**src/shared/ptm_consts.svh**
```systemverilog
// Constants for the periodic timer: register offsets, field positions, reset values.
// Assumes inclusion by bare name from the design file and the bench.
`ifndef PTM_CONSTS_SVH
`define PTM_CONSTS_SVH
// Byte addresses on a 32-bit classic Wishbone bus, one word per register
`define PTM_OFS_CTRL0     8'h00
`define PTM_OFS_CTRL1     8'h04
`define PTM_OFS_CNT_LO    8'h08
`define PTM_OFS_CNT_HI    8'h0C
`define PTM_OFS_CMPA_LO   8'h10
`define PTM_OFS_CMPA_HI   8'h14
`define PTM_OFS_PER_LO    8'h18
`define PTM_OFS_PER_HI    8'h1C
`define PTM_OFS_STATUS    8'h20
// Control register 0 fields
`define PTM_C0_PAUSE      7
`define PTM_C0_CKSEL_HI   6
`define PTM_C0_CKSEL_LO   4
`define PTM_C0_RUN        3
// Control register 1 fields
`define PTM_C1_MODE_HI    7
`define PTM_C1_MODE_LO    6
`define PTM_C1_PINF_HI    5
`define PTM_C1_PINF_LO    4
`define PTM_C1_OC         3
`define PTM_C1_POL        2
`define PTM_C1_CCLR       0
// Reset values
`define PTM_RST_BYTE      8'h00
`define PTM_RST_VAL10     10'h000
// Prescaler limits for the internal clock taps, and the counter top value
`define PTM_DIV4_LAST     6'h03
`define PTM_DIV16_LAST    6'h0F
`define PTM_DIV64_LAST    6'h3F
`define PTM_CNT_MAX       10'h3FF
`endif

```
**src/shared/ptm_pkg.sv**
```systemverilog
// Types for the periodic timer.
// Assumes the constants header is on the include path.
package ptm_pkg;
	typedef enum logic [1:0] {
		PTM_MODE_CMP  = 2'h0,
		PTM_MODE_UNDF = 2'h1,
		PTM_MODE_PWM  = 2'h2,
		PTM_MODE_TMR  = 2'h3
	} ptm_mode_t;
	typedef enum logic [2:0] {
		PTM_CK_SYS4   = 3'h0,
		PTM_CK_SYS    = 3'h1,
		PTM_CK_H16    = 3'h2,
		PTM_CK_H64    = 3'h3,
		PTM_CK_SUB0   = 3'h4,
		PTM_CK_SUB1   = 3'h5,
		PTM_CK_EXTR   = 3'h6,
		PTM_CK_EXTF   = 3'h7
	} ptm_cksel_t;
	typedef enum logic [1:0] {
		PTM_BUS_IDLE  = 2'b01,
		PTM_BUS_ACK   = 2'b10
	} ptm_bus_t;
	typedef struct packed {
		logic [7:0]  ctrl0;
		logic [7:0]  ctrl1;
		logic [9:0]  cnt;
		logic [9:0]  cmpa;
		logic [9:0]  per;
		logic [1:0]  cmpa_hold;
		logic [1:0]  per_hold;
		logic [7:0]  cmpa_stage;
		logic [7:0]  per_stage;
		logic [5:0]  pre_sys;
		logic [5:0]  pre_h;
		logic        sub_d;
		logic        ext_d;
		logic        run_d;
		logic        out_lvl;
		logic        pin;
		logic        flag_a;
		logic        flag_p;
		logic        sticky_a;
		logic        sticky_p;
		ptm_bus_t    bus;
		logic        ack;
		logic [31:0] rdat;
	} ptm_state_t;
endpackage : ptm_pkg

```
**src/ptm_timer.sv**
```systemverilog
// Periodic timer: 10-bit up counter, two comparators, four modes, Wishbone slave.
// Assumes one clock, synchronous pins, a high clock enable and a sub clock level from the clock unit.
//
// Summary of operation
// - Ten-bit up counter steps on each tick of the chosen clock source.
// - Counter is compared continuously with compare A and ten-bit period value.
// - Software cannot load counter; run bit rising clears it to zero.
// - Overflow or selected match clears counter and raises a timer request.
// - Pause bit holds the counter value; counting resumes from it afterward.
// - Clock field picks sys/4, sys, high/16, high/64, sub, or pin edges.
// - Run bit one counts; zero stops and keeps the residual value.
// - Run bit rising sets output to the initial level in output modes.
// - Mode field: compare output, undefined, PWM or pulse, timer/counter.
// - Compare mode match: none, low, high, or toggle per pin field.
// - PWM modes pin field: inactive, active, PWM waveform, single pulse.
// - Match requesting the current level leaves output unchanged.
// - Output control bit gives initial, active, or pulse start level.
// - Timer/counter mode ignores output control and polarity; pin held low.
// - Polarity bit one inverts the output pin; zero passes it through.
// - Clear select outside PWM mode: one clears on A match; zero on period match or overflow.
// - Counter readable as low byte and two-bit high byte, upper bits zero.
// - Compare A and period each stored as low byte plus two-bit high.
// - PWM period from period value, zero meaning 1024; duty from compare A.
// - Single pulse: A match clears run bit; pin edge sets run bit.
// - Compare mode with clear select one raises only the compare A flag.
//
// Our own choices: the register addresses and the Wishbone register port.
`timescale 1ns/1ps
`include "ptm_consts.svh"
module ptm_timer
	import ptm_pkg::*;
(
	// Clock, reset, enable
	input  wire logic        clk_sys_i,
	input  wire logic        rst_i,
	input  wire logic        ce_i,
	// Internal high clock tick enable and sub clock level from the clock unit
	input  wire logic        clk_high_tick_i,
	input  wire logic        clk_sub_i,
	// Wishbone slave
	input  wire logic        wb_cyc_i,
	input  wire logic        wb_stb_i,
	input  wire logic        wb_we_i,
	input  wire logic [7:0]  wb_adr_i,
	input  wire logic [3:0]  wb_sel_i,
	input  wire logic [31:0] wb_dat_i,
	output logic      [31:0] wb_dat_o,
	output logic             wb_ack_o,
	// Pins and events
	input  wire logic        ext_clock_pin_i,
	output logic             timer_output_pin_o,
	output logic             compare_a_flag_o,
	output logic             period_match_flag_o
);
	ptm_state_t st;
	ptm_state_t next_st;

	// ------------------------------------------------------------
	// Derived control fields
	// ------------------------------------------------------------
	logic       pause_bit;
	logic       run_control_bit;
	ptm_cksel_t clock_select_field;
	ptm_mode_t  mode_field;
	logic [1:0] pin_function_field;
	logic       output_control_bit;
	logic       polarity_bit;
	logic       clear_select_bit;
	assign pause_bit          = st.ctrl0[`PTM_C0_PAUSE];
	assign run_control_bit    = st.ctrl0[`PTM_C0_RUN];
	assign clock_select_field = ptm_cksel_t'(st.ctrl0[`PTM_C0_CKSEL_HI:`PTM_C0_CKSEL_LO]);
	assign mode_field         = ptm_mode_t'(st.ctrl1[`PTM_C1_MODE_HI:`PTM_C1_MODE_LO]);
	assign pin_function_field = st.ctrl1[`PTM_C1_PINF_HI:`PTM_C1_PINF_LO];
	assign output_control_bit = st.ctrl1[`PTM_C1_OC];
	assign polarity_bit       = st.ctrl1[`PTM_C1_POL];
	assign clear_select_bit   = st.ctrl1[`PTM_C1_CCLR];

	// Wishbone request strobe and edges of the pins
	logic wb_req;
	logic ext_rise;
	logic ext_fall;
	logic sub_rise;
	assign wb_req   = wb_cyc_i & wb_stb_i & (st.bus == PTM_BUS_IDLE);
	assign ext_rise = ext_clock_pin_i & ~st.ext_d;
	assign ext_fall = ~ext_clock_pin_i & st.ext_d;
	assign sub_rise = clk_sub_i & ~st.sub_d;

	// ------------------------------------------------------------
	// Next-state logic
	// ------------------------------------------------------------
	logic       tick;
	logic       counting;
	logic       match_a;
	logic       match_p;
	logic       ovf;
	logic [9:0] inc;
	logic       clr;
	logic       run_rise;
	logic       ext_edge;
	logic       pwm_on;
	logic [7:0] wbyte;
	logic [7:0] rbyte;
	always_comb begin
		next_st  = st;
		tick     = 1'b0;
		wbyte    = wb_dat_i[7:0];
		rbyte    = 8'h00;
		next_st.sub_d = clk_sub_i;
		next_st.ext_d = ext_clock_pin_i;
		next_st.run_d = run_control_bit;
		// Prescalers free-run so that switching source needs no restart
		next_st.pre_sys = (st.pre_sys == `PTM_DIV4_LAST) ? 6'h00 : st.pre_sys + 6'h01;
		if (clk_high_tick_i) begin
			next_st.pre_h = st.pre_h + 6'h01;
		end
		// Clock source select
		unique case (clock_select_field)
			PTM_CK_SYS4: tick = (st.pre_sys == `PTM_DIV4_LAST);
			PTM_CK_SYS:  tick = 1'b1;
			PTM_CK_H16:  tick = clk_high_tick_i & (st.pre_h[3:0] == `PTM_DIV16_LAST);
			PTM_CK_H64:  tick = clk_high_tick_i & (st.pre_h == `PTM_DIV64_LAST);
			PTM_CK_SUB0,
			PTM_CK_SUB1: tick = sub_rise;
			PTM_CK_EXTR: tick = ext_rise;
			PTM_CK_EXTF: tick = ext_fall;
		endcase
		ext_edge = (clock_select_field == PTM_CK_EXTF) ? ext_fall : ext_rise;
		run_rise = run_control_bit & ~st.run_d;
		// Comparators look at the value the count is about to reach, so a match shows as it arrives
		inc      = st.cnt + 10'h001;
		match_a  = (inc == st.cmpa);
		match_p  = (inc == st.per);
		ovf      = (st.cnt == `PTM_CNT_MAX);
		counting = run_control_bit & ~pause_bit & ~run_rise & tick;
		next_st.flag_a = 1'b0;
		next_st.flag_p = 1'b0;
		clr = 1'b0;
		if (run_rise) begin
			next_st.cnt = `PTM_RST_VAL10;
		end else if (counting) begin
			if (mode_field == PTM_MODE_PWM) begin
				clr = (st.per == `PTM_RST_VAL10) ? ovf : match_p;
				next_st.flag_a = match_a;
				next_st.flag_p = match_p;
			end else if (clear_select_bit) begin
				clr = match_a;
				next_st.flag_a = match_a & (st.cmpa != `PTM_RST_VAL10);
			end else begin
				clr = (st.per == `PTM_RST_VAL10) ? ovf : match_p;
				next_st.flag_a = match_a & (st.cmpa != `PTM_RST_VAL10);
				next_st.flag_p = match_p;
			end
			next_st.cnt = clr ? `PTM_RST_VAL10 : inc;
		end
		// Output level per mode
		if (run_rise) begin
			next_st.out_lvl = output_control_bit;
		end else if (counting && mode_field == PTM_MODE_CMP && match_a && st.cmpa != `PTM_RST_VAL10) begin
			unique case (pin_function_field)
				2'h0: next_st.out_lvl = st.out_lvl;
				2'h1: next_st.out_lvl = 1'b0;
				2'h2: next_st.out_lvl = 1'b1;
				2'h3: next_st.out_lvl = ~st.out_lvl;
			endcase
		end
		pwm_on = (st.cmpa >= st.per && st.per != `PTM_RST_VAL10) || (st.cnt < st.cmpa);
		unique case (mode_field)
			PTM_MODE_CMP:  next_st.pin = st.out_lvl ^ polarity_bit;
			PTM_MODE_PWM: begin
				unique case (pin_function_field)
					2'h0: next_st.pin = ~output_control_bit ^ polarity_bit;
					2'h1: next_st.pin = output_control_bit ^ polarity_bit;
					2'h2: next_st.pin = (pwm_on ? output_control_bit : ~output_control_bit) ^ polarity_bit;
					2'h3: next_st.pin = (run_control_bit ? output_control_bit : ~output_control_bit) ^ polarity_bit;
				endcase
			end
			PTM_MODE_UNDF,
			PTM_MODE_TMR:  next_st.pin = 1'b0;
		endcase
		// Register bus: one wait state, ack and read data for one cycle
		next_st.ack  = 1'b0;
		next_st.bus  = PTM_BUS_IDLE;
		next_st.rdat = 32'h0000_0000;
		if (wb_req) begin
			next_st.ack = 1'b1;
			next_st.bus = PTM_BUS_ACK;
			unique case (wb_adr_i)
				`PTM_OFS_CTRL0:   rbyte = {st.ctrl0[7:3], 3'b000};
				`PTM_OFS_CTRL1:   rbyte = st.ctrl1;
				`PTM_OFS_CNT_LO:  rbyte = st.cnt[7:0];
				`PTM_OFS_CNT_HI:  rbyte = {6'h00, st.cnt[9:8]};
				`PTM_OFS_CMPA_LO: rbyte = st.cmpa_hold[0] ? 8'h00 : st.cmpa[7:0];
				`PTM_OFS_CMPA_HI: rbyte = {6'h00, st.cmpa[9:8]};
				`PTM_OFS_PER_LO:  rbyte = st.per_hold[0] ? 8'h00 : st.per[7:0];
				`PTM_OFS_PER_HI:  rbyte = {6'h00, st.per[9:8]};
				`PTM_OFS_STATUS:  rbyte = {6'h00, st.sticky_p, st.sticky_a};
				default:          rbyte = 8'h00;
			endcase
			next_st.rdat = {24'h00_0000, rbyte};
			if (wb_we_i && wb_sel_i[0]) begin
				unique case (wb_adr_i)
					`PTM_OFS_CTRL0:   next_st.ctrl0 = {wbyte[7:3], 3'b000};
					`PTM_OFS_CTRL1:   next_st.ctrl1 = {wbyte[7:2], 1'b0, wbyte[0]};
					// Low bytes wait in their own staging copy; reads in between cannot disturb them
					`PTM_OFS_CMPA_LO: begin
						next_st.cmpa_stage = wbyte;
						next_st.cmpa_hold  = 2'b01;
					end
					`PTM_OFS_CMPA_HI: begin
						if (st.cmpa_hold[0]) begin
							next_st.cmpa      = {wbyte[1:0], st.cmpa_stage};
							next_st.cmpa_hold = 2'b00;
						end
					end
					`PTM_OFS_PER_LO: begin
						next_st.per_stage = wbyte;
						next_st.per_hold  = 2'b01;
					end
					`PTM_OFS_PER_HI: begin
						if (st.per_hold[0]) begin
							next_st.per      = {wbyte[1:0], st.per_stage};
							next_st.per_hold = 2'b00;
						end
					end
					// Sticky status: write one to clear, a new event wins over the clear
					`PTM_OFS_STATUS: begin
						next_st.sticky_a = st.sticky_a & ~wbyte[0];
						next_st.sticky_p = st.sticky_p & ~wbyte[1];
					end
					default: begin
					end
				endcase
			end
		end
		if (next_st.flag_a) begin
			next_st.sticky_a = 1'b1;
		end
		if (next_st.flag_p) begin
			next_st.sticky_p = 1'b1;
		end
		// Single pulse: A match ends the pulse, pin edge starts it
		if (mode_field == PTM_MODE_PWM && pin_function_field == 2'h3) begin
			if (counting && match_a) begin
				next_st.ctrl0[`PTM_C0_RUN] = 1'b0;
				next_st.flag_a             = 1'b1;
				next_st.sticky_a           = 1'b1;
			end else if (!run_control_bit && ext_edge) begin
				next_st.ctrl0[`PTM_C0_RUN] = 1'b1;
			end
		end
	end

	// ------------------------------------------------------------
	// State register, frozen while the clock enable is low
	// ------------------------------------------------------------
	always_ff @(posedge clk_sys_i or posedge rst_i) begin
		if (rst_i) begin
			st <= '{bus: PTM_BUS_IDLE, default: '0};
		end else if (ce_i) begin
			st <= next_st;
		end
	end

	// Outputs straight from flip-flops
	assign wb_dat_o            = st.rdat;
	assign wb_ack_o            = st.ack;
	assign timer_output_pin_o  = st.pin;
	assign compare_a_flag_o    = st.flag_a;
	assign period_match_flag_o = st.flag_p;

	// ------------------------------------------------------------
	// Checks
	// ------------------------------------------------------------
	chk_run_rise_clear: assert property (@(posedge clk_sys_i) disable iff (rst_i)
		ce_i && run_rise |=> st.cnt == 10'h000) else $error("count not cleared on run rise");
	chk_pause_hold: assert property (@(posedge clk_sys_i) disable iff (rst_i)
		ce_i && pause_bit && !run_rise |=> $stable(st.cnt)) else $error("count moved while paused");
	chk_stop_hold: assert property (@(posedge clk_sys_i) disable iff (rst_i)
		ce_i && !run_control_bit |=> $stable(st.cnt)) else $error("count moved while off");
	chk_flag_a_pulse: assert property (@(posedge clk_sys_i) disable iff (rst_i)
		ce_i && compare_a_flag_o && !run_control_bit |=> !compare_a_flag_o) else $error("flag A held");
	chk_no_pflag_cclr: assert property (@(posedge clk_sys_i) disable iff (rst_i)
		mode_field == PTM_MODE_CMP && clear_select_bit && $stable(st.ctrl1) |-> !next_st.flag_p)
		else $error("period flag with clear select");
	chk_out_init: assert property (@(posedge clk_sys_i) disable iff (rst_i)
		ce_i && run_rise |=> st.out_lvl == $past(output_control_bit)) else $error("initial level wrong");
	chk_pulse_end: assert property (@(posedge clk_sys_i) disable iff (rst_i)
		ce_i && counting && match_a && mode_field == PTM_MODE_PWM && pin_function_field == 2'h3
		|=> !run_control_bit) else $error("pulse did not end");
	chk_clear_wrap: assert property (@(posedge clk_sys_i) disable iff (rst_i)
		ce_i && counting && clr |=> st.cnt == 10'h000) else $error("counter not cleared");
	chk_ack_once: assert property (@(posedge clk_sys_i) disable iff (rst_i)
		wb_ack_o |=> !wb_ack_o) else $error("ack longer than one cycle");
	cov_flag_a: cover property (@(posedge clk_sys_i) disable iff (rst_i) compare_a_flag_o);
	cov_flag_p: cover property (@(posedge clk_sys_i) disable iff (rst_i) period_match_flag_o);
	cov_pulse: cover property (@(posedge clk_sys_i) disable iff (rst_i)
		mode_field == PTM_MODE_PWM && pin_function_field == 2'h3 && run_rise);
endmodule : ptm_timer

```
**config.mk**
```make
export PLATFORM = sky130hd
export DESIGN_NAME = ptm_timer
export DESIGN_NICKNAME = d
export VERILOG_FILES = /design/src/shared/ptm_pkg.sv /design/src/ptm_timer.sv
export VERILOG_INCLUDE_DIRS = /design/src /design/src/shared
export SDC_FILE = /design/constraint.sdc
export NUM_CORES = 1
export LEC_CHECK = 0
export ABC_AREA = 0
export BUFFER_PORTS_ARGS = -buffer_cell sky130_fd_sc_hd__buf_2
export CORE_ASPECT_RATIO = 0.9
export CORE_MARGIN = 3
export CORE_UTILIZATION = 58
export CTS_BUF_LIST = sky130_fd_sc_hd__clkbuf_4 sky130_fd_sc_hd__clkbuf_8 sky130_fd_sc_hd__clkbuf_16
export DETAILED_ROUTE_END_ITERATION = 16
export PLACE_DENSITY = 0.82
export SKIP_LAST_GASP = 1
export SLEW_MARGIN = 20
export SYNTH_ARGS = -nofsm -noshare
export SYNTH_HDL_FRONTEND = slang
export SYNTH_SLANG_ARGS = --single-unit
```
**constraint.sdc**
```tcl
create_clock -name clk_sys_i -period 3.35 [get_ports clk_sys_i]
set_input_delay 0.335 -clock clk_sys_i [delete_from_list [all_inputs] [get_ports clk_sys_i]]
set_output_delay 0.335 -clock clk_sys_i [all_outputs]
set_load 0.03 [all_outputs]
```
After elaboration in Yosys (flattened, before gate mapping)
Index checks and enable logic that the tools add are counted.
W data, S select, Z words.
- bits in registers: 116
- bits of input ports: 53
- logic and storage cells: 168
- $add $sub $neg: 3
- $lt $le $gt $ge: 2
- equal/unequal tests: 29
- muxes and demuxes: 43
- bitwise gates (word level): 29
- reductions and logical operators: 38
- operators by type and width (cell ; count):
    $pmux W8 S9 ; 1
    $mux W37 ; 1
    $eq A8 B5 Y1 const B ; 4
    $mux W10 ; 3
    $reduce_and A4 Y1 ; 7
    $mux W12 ; 2
    $mux W8 ; 3
    $eq A10 B10 Y1 ; 2
    $mux W1 ; 20
    $reduce_bool A10 Y1 ; 2
    $eq A8 B4 Y1 const B ; 2
    $and A1 B1 Y1 ; 14
    $reduce_bool A2 Y1 ; 7
    $add A6 B1 Y6 const B ; 2
    $eq A3 B3 Y1 const B ; 4
    $add A10 B1 Y10 const B ; 1
    $eq A10 B10 Y1 const B ; 1
    $ge A10 B10 Y1 ; 1
    $logic_not A10 Y1 ; 1
    $lt A10 B10 Y1 ; 1
    $mux W2 ; 5
    $not A1 Y1 ; 10
    $reduce_and A5 Y1 ; 2
    $eq A2 B2 Y1 const B ; 4
    other kinds (25) ; 44

Logic depth before layout (Yosys ltp)
- depth in word-level cells: 10
- depth in mapped cells: 12
- gate-level depth less buffers: 10

Least setup slack after synthesis
Ideal clock, no wire load.
- path kind: reg-to-reg
- start point: register st[96] in the netlist's numbering
- end point: register st[96] in the netlist's numbering
- data arrival time: 2.867 ns
- slack: 0.358 ns
- stages on the path, launching flop included: 12
- clock period less this slack: 2.992 ns
- path through: dfrtp_1 -> ha_1 -> buf_2 -> and4_4 -> buf_6 -> and3_1 -> a311o_1 -> a211o_1 -> or4b_1 -> a21o_1 -> buf_6 -> mux2_4
- longest elaborated chain between the ends: 10
- elaborated cells on any way between the ends: 12
- those cells by class: add/sub: 1; eq/ne: 3; mux: 8
- ends and longest elaborated chain (item ; RTL line ; text):
    start, declared ; ptm_timer.sv:55 ; ptm_state_t st;
    start signal, assigned ; ptm_timer.sv:260 ; st <= next_st;
    $add A10 B1 Y10 ; ptm_timer.sv:130 ; inc = st.cnt + 10'h001;
    $eq A10 B10 Y1 ; ptm_timer.sv:132 ; match_p = (inc == st.per);
    $mux W1 ; ptm_timer.sv:142, ptm_timer.sv:149 ;
    $mux W1 ; ptm_timer.sv:145 ; end else if (clear_select_bit) begin
    $mux W1 ; ptm_timer.sv:141 ; if (mode_field == PTM_MODE_PWM) begin
    $mux W1 ; ptm_timer.sv:140 ; end else if (counting) begin
    $mux W1 ; ptm_timer.sv:138 ; if (run_rise) begin
    $mux W10 (*) ; ptm_timer.sv:153 ; next_st.cnt = clr ? `PTM_RST_VAL10 : inc;
    $mux W10 (*) ; ptm_timer.sv:140 ;
    $mux W10 (*) ; ptm_timer.sv:138 ;
Every way passes the cells marked *; elsewhere a longest branch is shown, timed or not. The select of a mux whose other input is x is not followed.
A chain may end at the register's enable or synchronous reset.

Worst setup path in the final report
- start point: register st[100] in the netlist's numbering
- end point: register st[103] in the netlist's numbering
Same word-level chain as after synthesis.

==> run_results.csv <==
group,metric,value,unit
synthesis,yosys.area.top_type_share,0.391,
global_route,grt_pass1_vias,4804,
timing,tightestPinTransition,805,ps
global_route,grt_pass1_wl,24.7,mm
synthesis,syn-cell-area,0.00577,sq mm
synthesis,ys_seq_elements,91,
critical_path,timing.rr.start,"st[100]$_DFFE_PP0P_",
synthesis,yosysSeqAreaShare,0.395,
critical_path,required,3590,ps
finish,diodes,0,
cts,cts_hold_buf,0,
critical_path,critPathArrivalTime,3310,ps
cts,cts-root-buf,"clkbuf_8",
synthesis,synth_common_cells,"dfrtp_1, nand2_1, mux2_2, o21ai_0, buf_4",
finish,drive_above_1_share,0.191,
timing,fmax,326,MHz
timing,drv_slew,0,
floorplan,die_w,111,microns
global_route,grt_max_degree,62,
timing,setup_tns,0,ps
global_route,grt_use_met3,0.0780,
finish,nets,703,
synthesis,synth-edff-count,0,
critical_path,endpoint_kind,"flop",
drt,ant_nets,0,
synthesis,ys.flop_type,"dfrtp_1",
pwr,power.leakage,2.88,nW
drt,vias,4841,
synthesis,synthAdderAreaFrac,0.0499,
synthesis,synth-xor-area-share,0.0534,
floorplan,num_rows,33,
timing,skew,12.0,ps
critical_path,setup.worst_path.class,"reg -> reg",
synthesis,synth_async_sr_flop_share,1.00,
critical_path,rrSetupSlack,280,ps
synthesis,synthMostInstantiatedCell,"dfrtp_1",
cts,cts_inserted_buffers,9,
drt,wire_per_inst,20.2,microns
finish,fin_cells,754,
critical_path,critPathMaxFanout,14,
drt,drc,0,
cts,clk_pin_slew,90,ps
cts,htree_levels,3,
finish,area_growth,6.83,%
cts,cts_max_path_buffers,2,
pwr,power.density,373,mW/mm^2
critical_path,rr_worst_depth,9,
cts,post_cts_buffers,0,
placed_design,dp_hpwl,11.4,mm
placed_design,dpl.cell_count,738,
timing,setup_viol,0,
drt,drtPass1Iterations,7,
critical_path,timing.rr.end,"st[103]$_DFFE_PP0P_",
run,drv_cap,0,
min_path,hp-class,"in -> async",
floorplan,ios,89,
synthesis,synth_largest_area_cell,"dfrtp_1",
synthesis,synth.mux.area_fraction,0.0918,
synthesis,yosysUniqueCellTypes,62,
timing,relSlewSlack,0.459,
global_route,grt_antenna_before_repair,0,
timing,rsz0062_at_grt,"false",
synthesis,synth_top_family_by_area,"simple AND/OR/NAND/NOR gates",
synthesis,avgSynthCellArea,9.64,sq um
outcome,outcome,"complete, no violations",
drt,via_per_inst,6.42,
timing,whs,72.0,ps
timing,fin_crit_sh,0.917,
timing,finalHoldViolations,0,
global_route,grt_use_total,0.281,
cts,cts_sinks,91,
floorplan,coreArea,0.00941,sq mm
floorplan,dieHeight,101,microns
global_route,grt_overflow_total,0,
drt,routed_wl,15.2,mm
synthesis,netlist_top_cells_area,"dfrtp_1, mux2_2, ha_1",
floorplan,initial_utilization,0.613,
global_route,use_met2,0.451,
critical_path,critPathLaunchType,"flop",
pwr,ir_worst_vdd,0.000319,V
placed_design,portBuffers,37,
synthesis,synth_simple_gate_area_frac,0.171,
global_route,grt_util_met1,0.374,
floorplan,fp.dieArea,0.0112,sq mm
timing,layout_min_cycle_time,3070,ps
cts,clk_latency,370,ps
drt,first_iter_violations,477,
placed_design,gp_congestion,0.978,
cts,cts_tree,"done",
synthesis,synth_warnings,0,
synthesis,syn_inst,598,
synthesis,synth_compound_area_frac,0.155,
global_route,busiest_layer,"met2",
## worst max-delay path by stage
stage / startpoint / to
2_1_floorplan: st[96]$_DFFE_PP0P_ / st[96]$_DFFE_PP0P_
3_3_place_gp: st[96]$_DFFE_PP0P_ / st[96]$_DFFE_PP0P_
3_5_place_dp: st[96]$_DFFE_PP0P_ / st[103]$_DFFE_PP0P_
4_1_cts: st[96]$_DFFE_PP0P_ / st[103]$_DFFE_PP0P_
5_1_grt: st[96]$_DFFE_PP0P_ / st[103]$_DFFE_PP0P_
6_report: st[100]$_DFFE_PP0P_ / st[103]$_DFFE_PP0P_
## repair_timing
| item | 4_1_cts | 5_1_grt |
|---|---|---|
| endpoints found under the hold margin | 0 | 0 |
| gates resized for setup | 0 | 2 |
| endpoints found under the setup margin | 0 | 5 |
## layout make-up
cell class | instances | area (sq um)
clock inverters | 6 | 65.1
well taps | 122 | 153
flip-flops and latches | 91 | 2280
repair buffers | 55 | 320
fillers | 749 | 3250
inverters | 28 | 108
multi-input cells | 442 | 3110
clock buffers | 10 | 131
## logic make-up (layout without fill, tap and decap cells)
kind of cell | Yosys count | in the layout
simple gates | 187 | 187
compound gates | 129 | 129
flops | 91 | 91
buf+inv | 88 | 99
mux | 47 | 47
xor+xnor | 32 | 32
fa+ha+maj | 23 | 23
other cells | 1 | 24
## registers in the layout (all words and copies together), names as in the netlist, 2 cells and up
signal              flops
pin_function_field      2
clock_select_field      3
st                     68
wb_dat_o                8
mode_field              2
## layout by cell type, fill, tap and decap left out, drive strengths merged, types with 4 or more instances in the layout
cell type / instances
or3: 4
xor2: 9
nand2: 52
a211oi: 7
a22oi: 8
mux2: 44
and2: 7
ha: 23
clkbuf: 10
nor2b: 9
xnor2: 21
inv: 30
and3: 6
nor4: 9
o31ai: 4
conb: 24
nand4: 13
a222oi: 6
nor4b: 5
a22o: 13
nand3: 23
buf: 55
nor3: 13
a21oi: 17
o311ai: 4
nor2: 23
o211ai: 4
a21o: 10
dfrtp: 90
o21ai: 35
nand2b: 11
## worst max-delay path: stages, from the launching register on
cell	delay [ps]
dfrtp_1	590
nand2_1	320
nor3_1	120
buf_4	160
a311o_1	350
a211o_1	270
or4b_1	490
a21o_1	340
a21oi_1	210
mux2i_1	100
## metal layers
| layer | vias to the layer above | wire length, microns |
|---|---|---|
| met4 | 0 | 395 |
| met2 | 256 | 6940 |
| met1 | 2345 | 6420 |
| li1 | 2192 | - |
| met5 | - | 0 |
| met3 | 48 | 1480 |
## stage by stage
| stage | power, W | setup WS, ps | area (sq um) | util |
|---|---|---|---|---|
| 6_report | 0.00230 | 278 | 6160 | 0.654 |
| 5_1_grt | 0.00241 | 88.7 | 6160 | 0.654 |
| 4_1_cts | 0.00231 | 200 | 6150 | 0.653 |
| 3_5_place_dp | 0.00156 | 217 | 5950 | 0.633 |
| 3_3_place_gp | 0.00153 | 251 | 5950 | 0.633 |
| 2_1_floorplan | 0.00149 | 358 | 5850 | - |
## power breakdown
group	switching, W	leakage [nW]	total (W)	internal [W]
Sequential	0.0000797	1.17	0.00126	0.00118
Clock	0.000407	0.100	0.000763	0.000356
Combinational	0.000165	1.61	0.000278	0.000113
Total	0.000652	2.88	0.00230	0.00165
(Power assumes the default switching activity.)
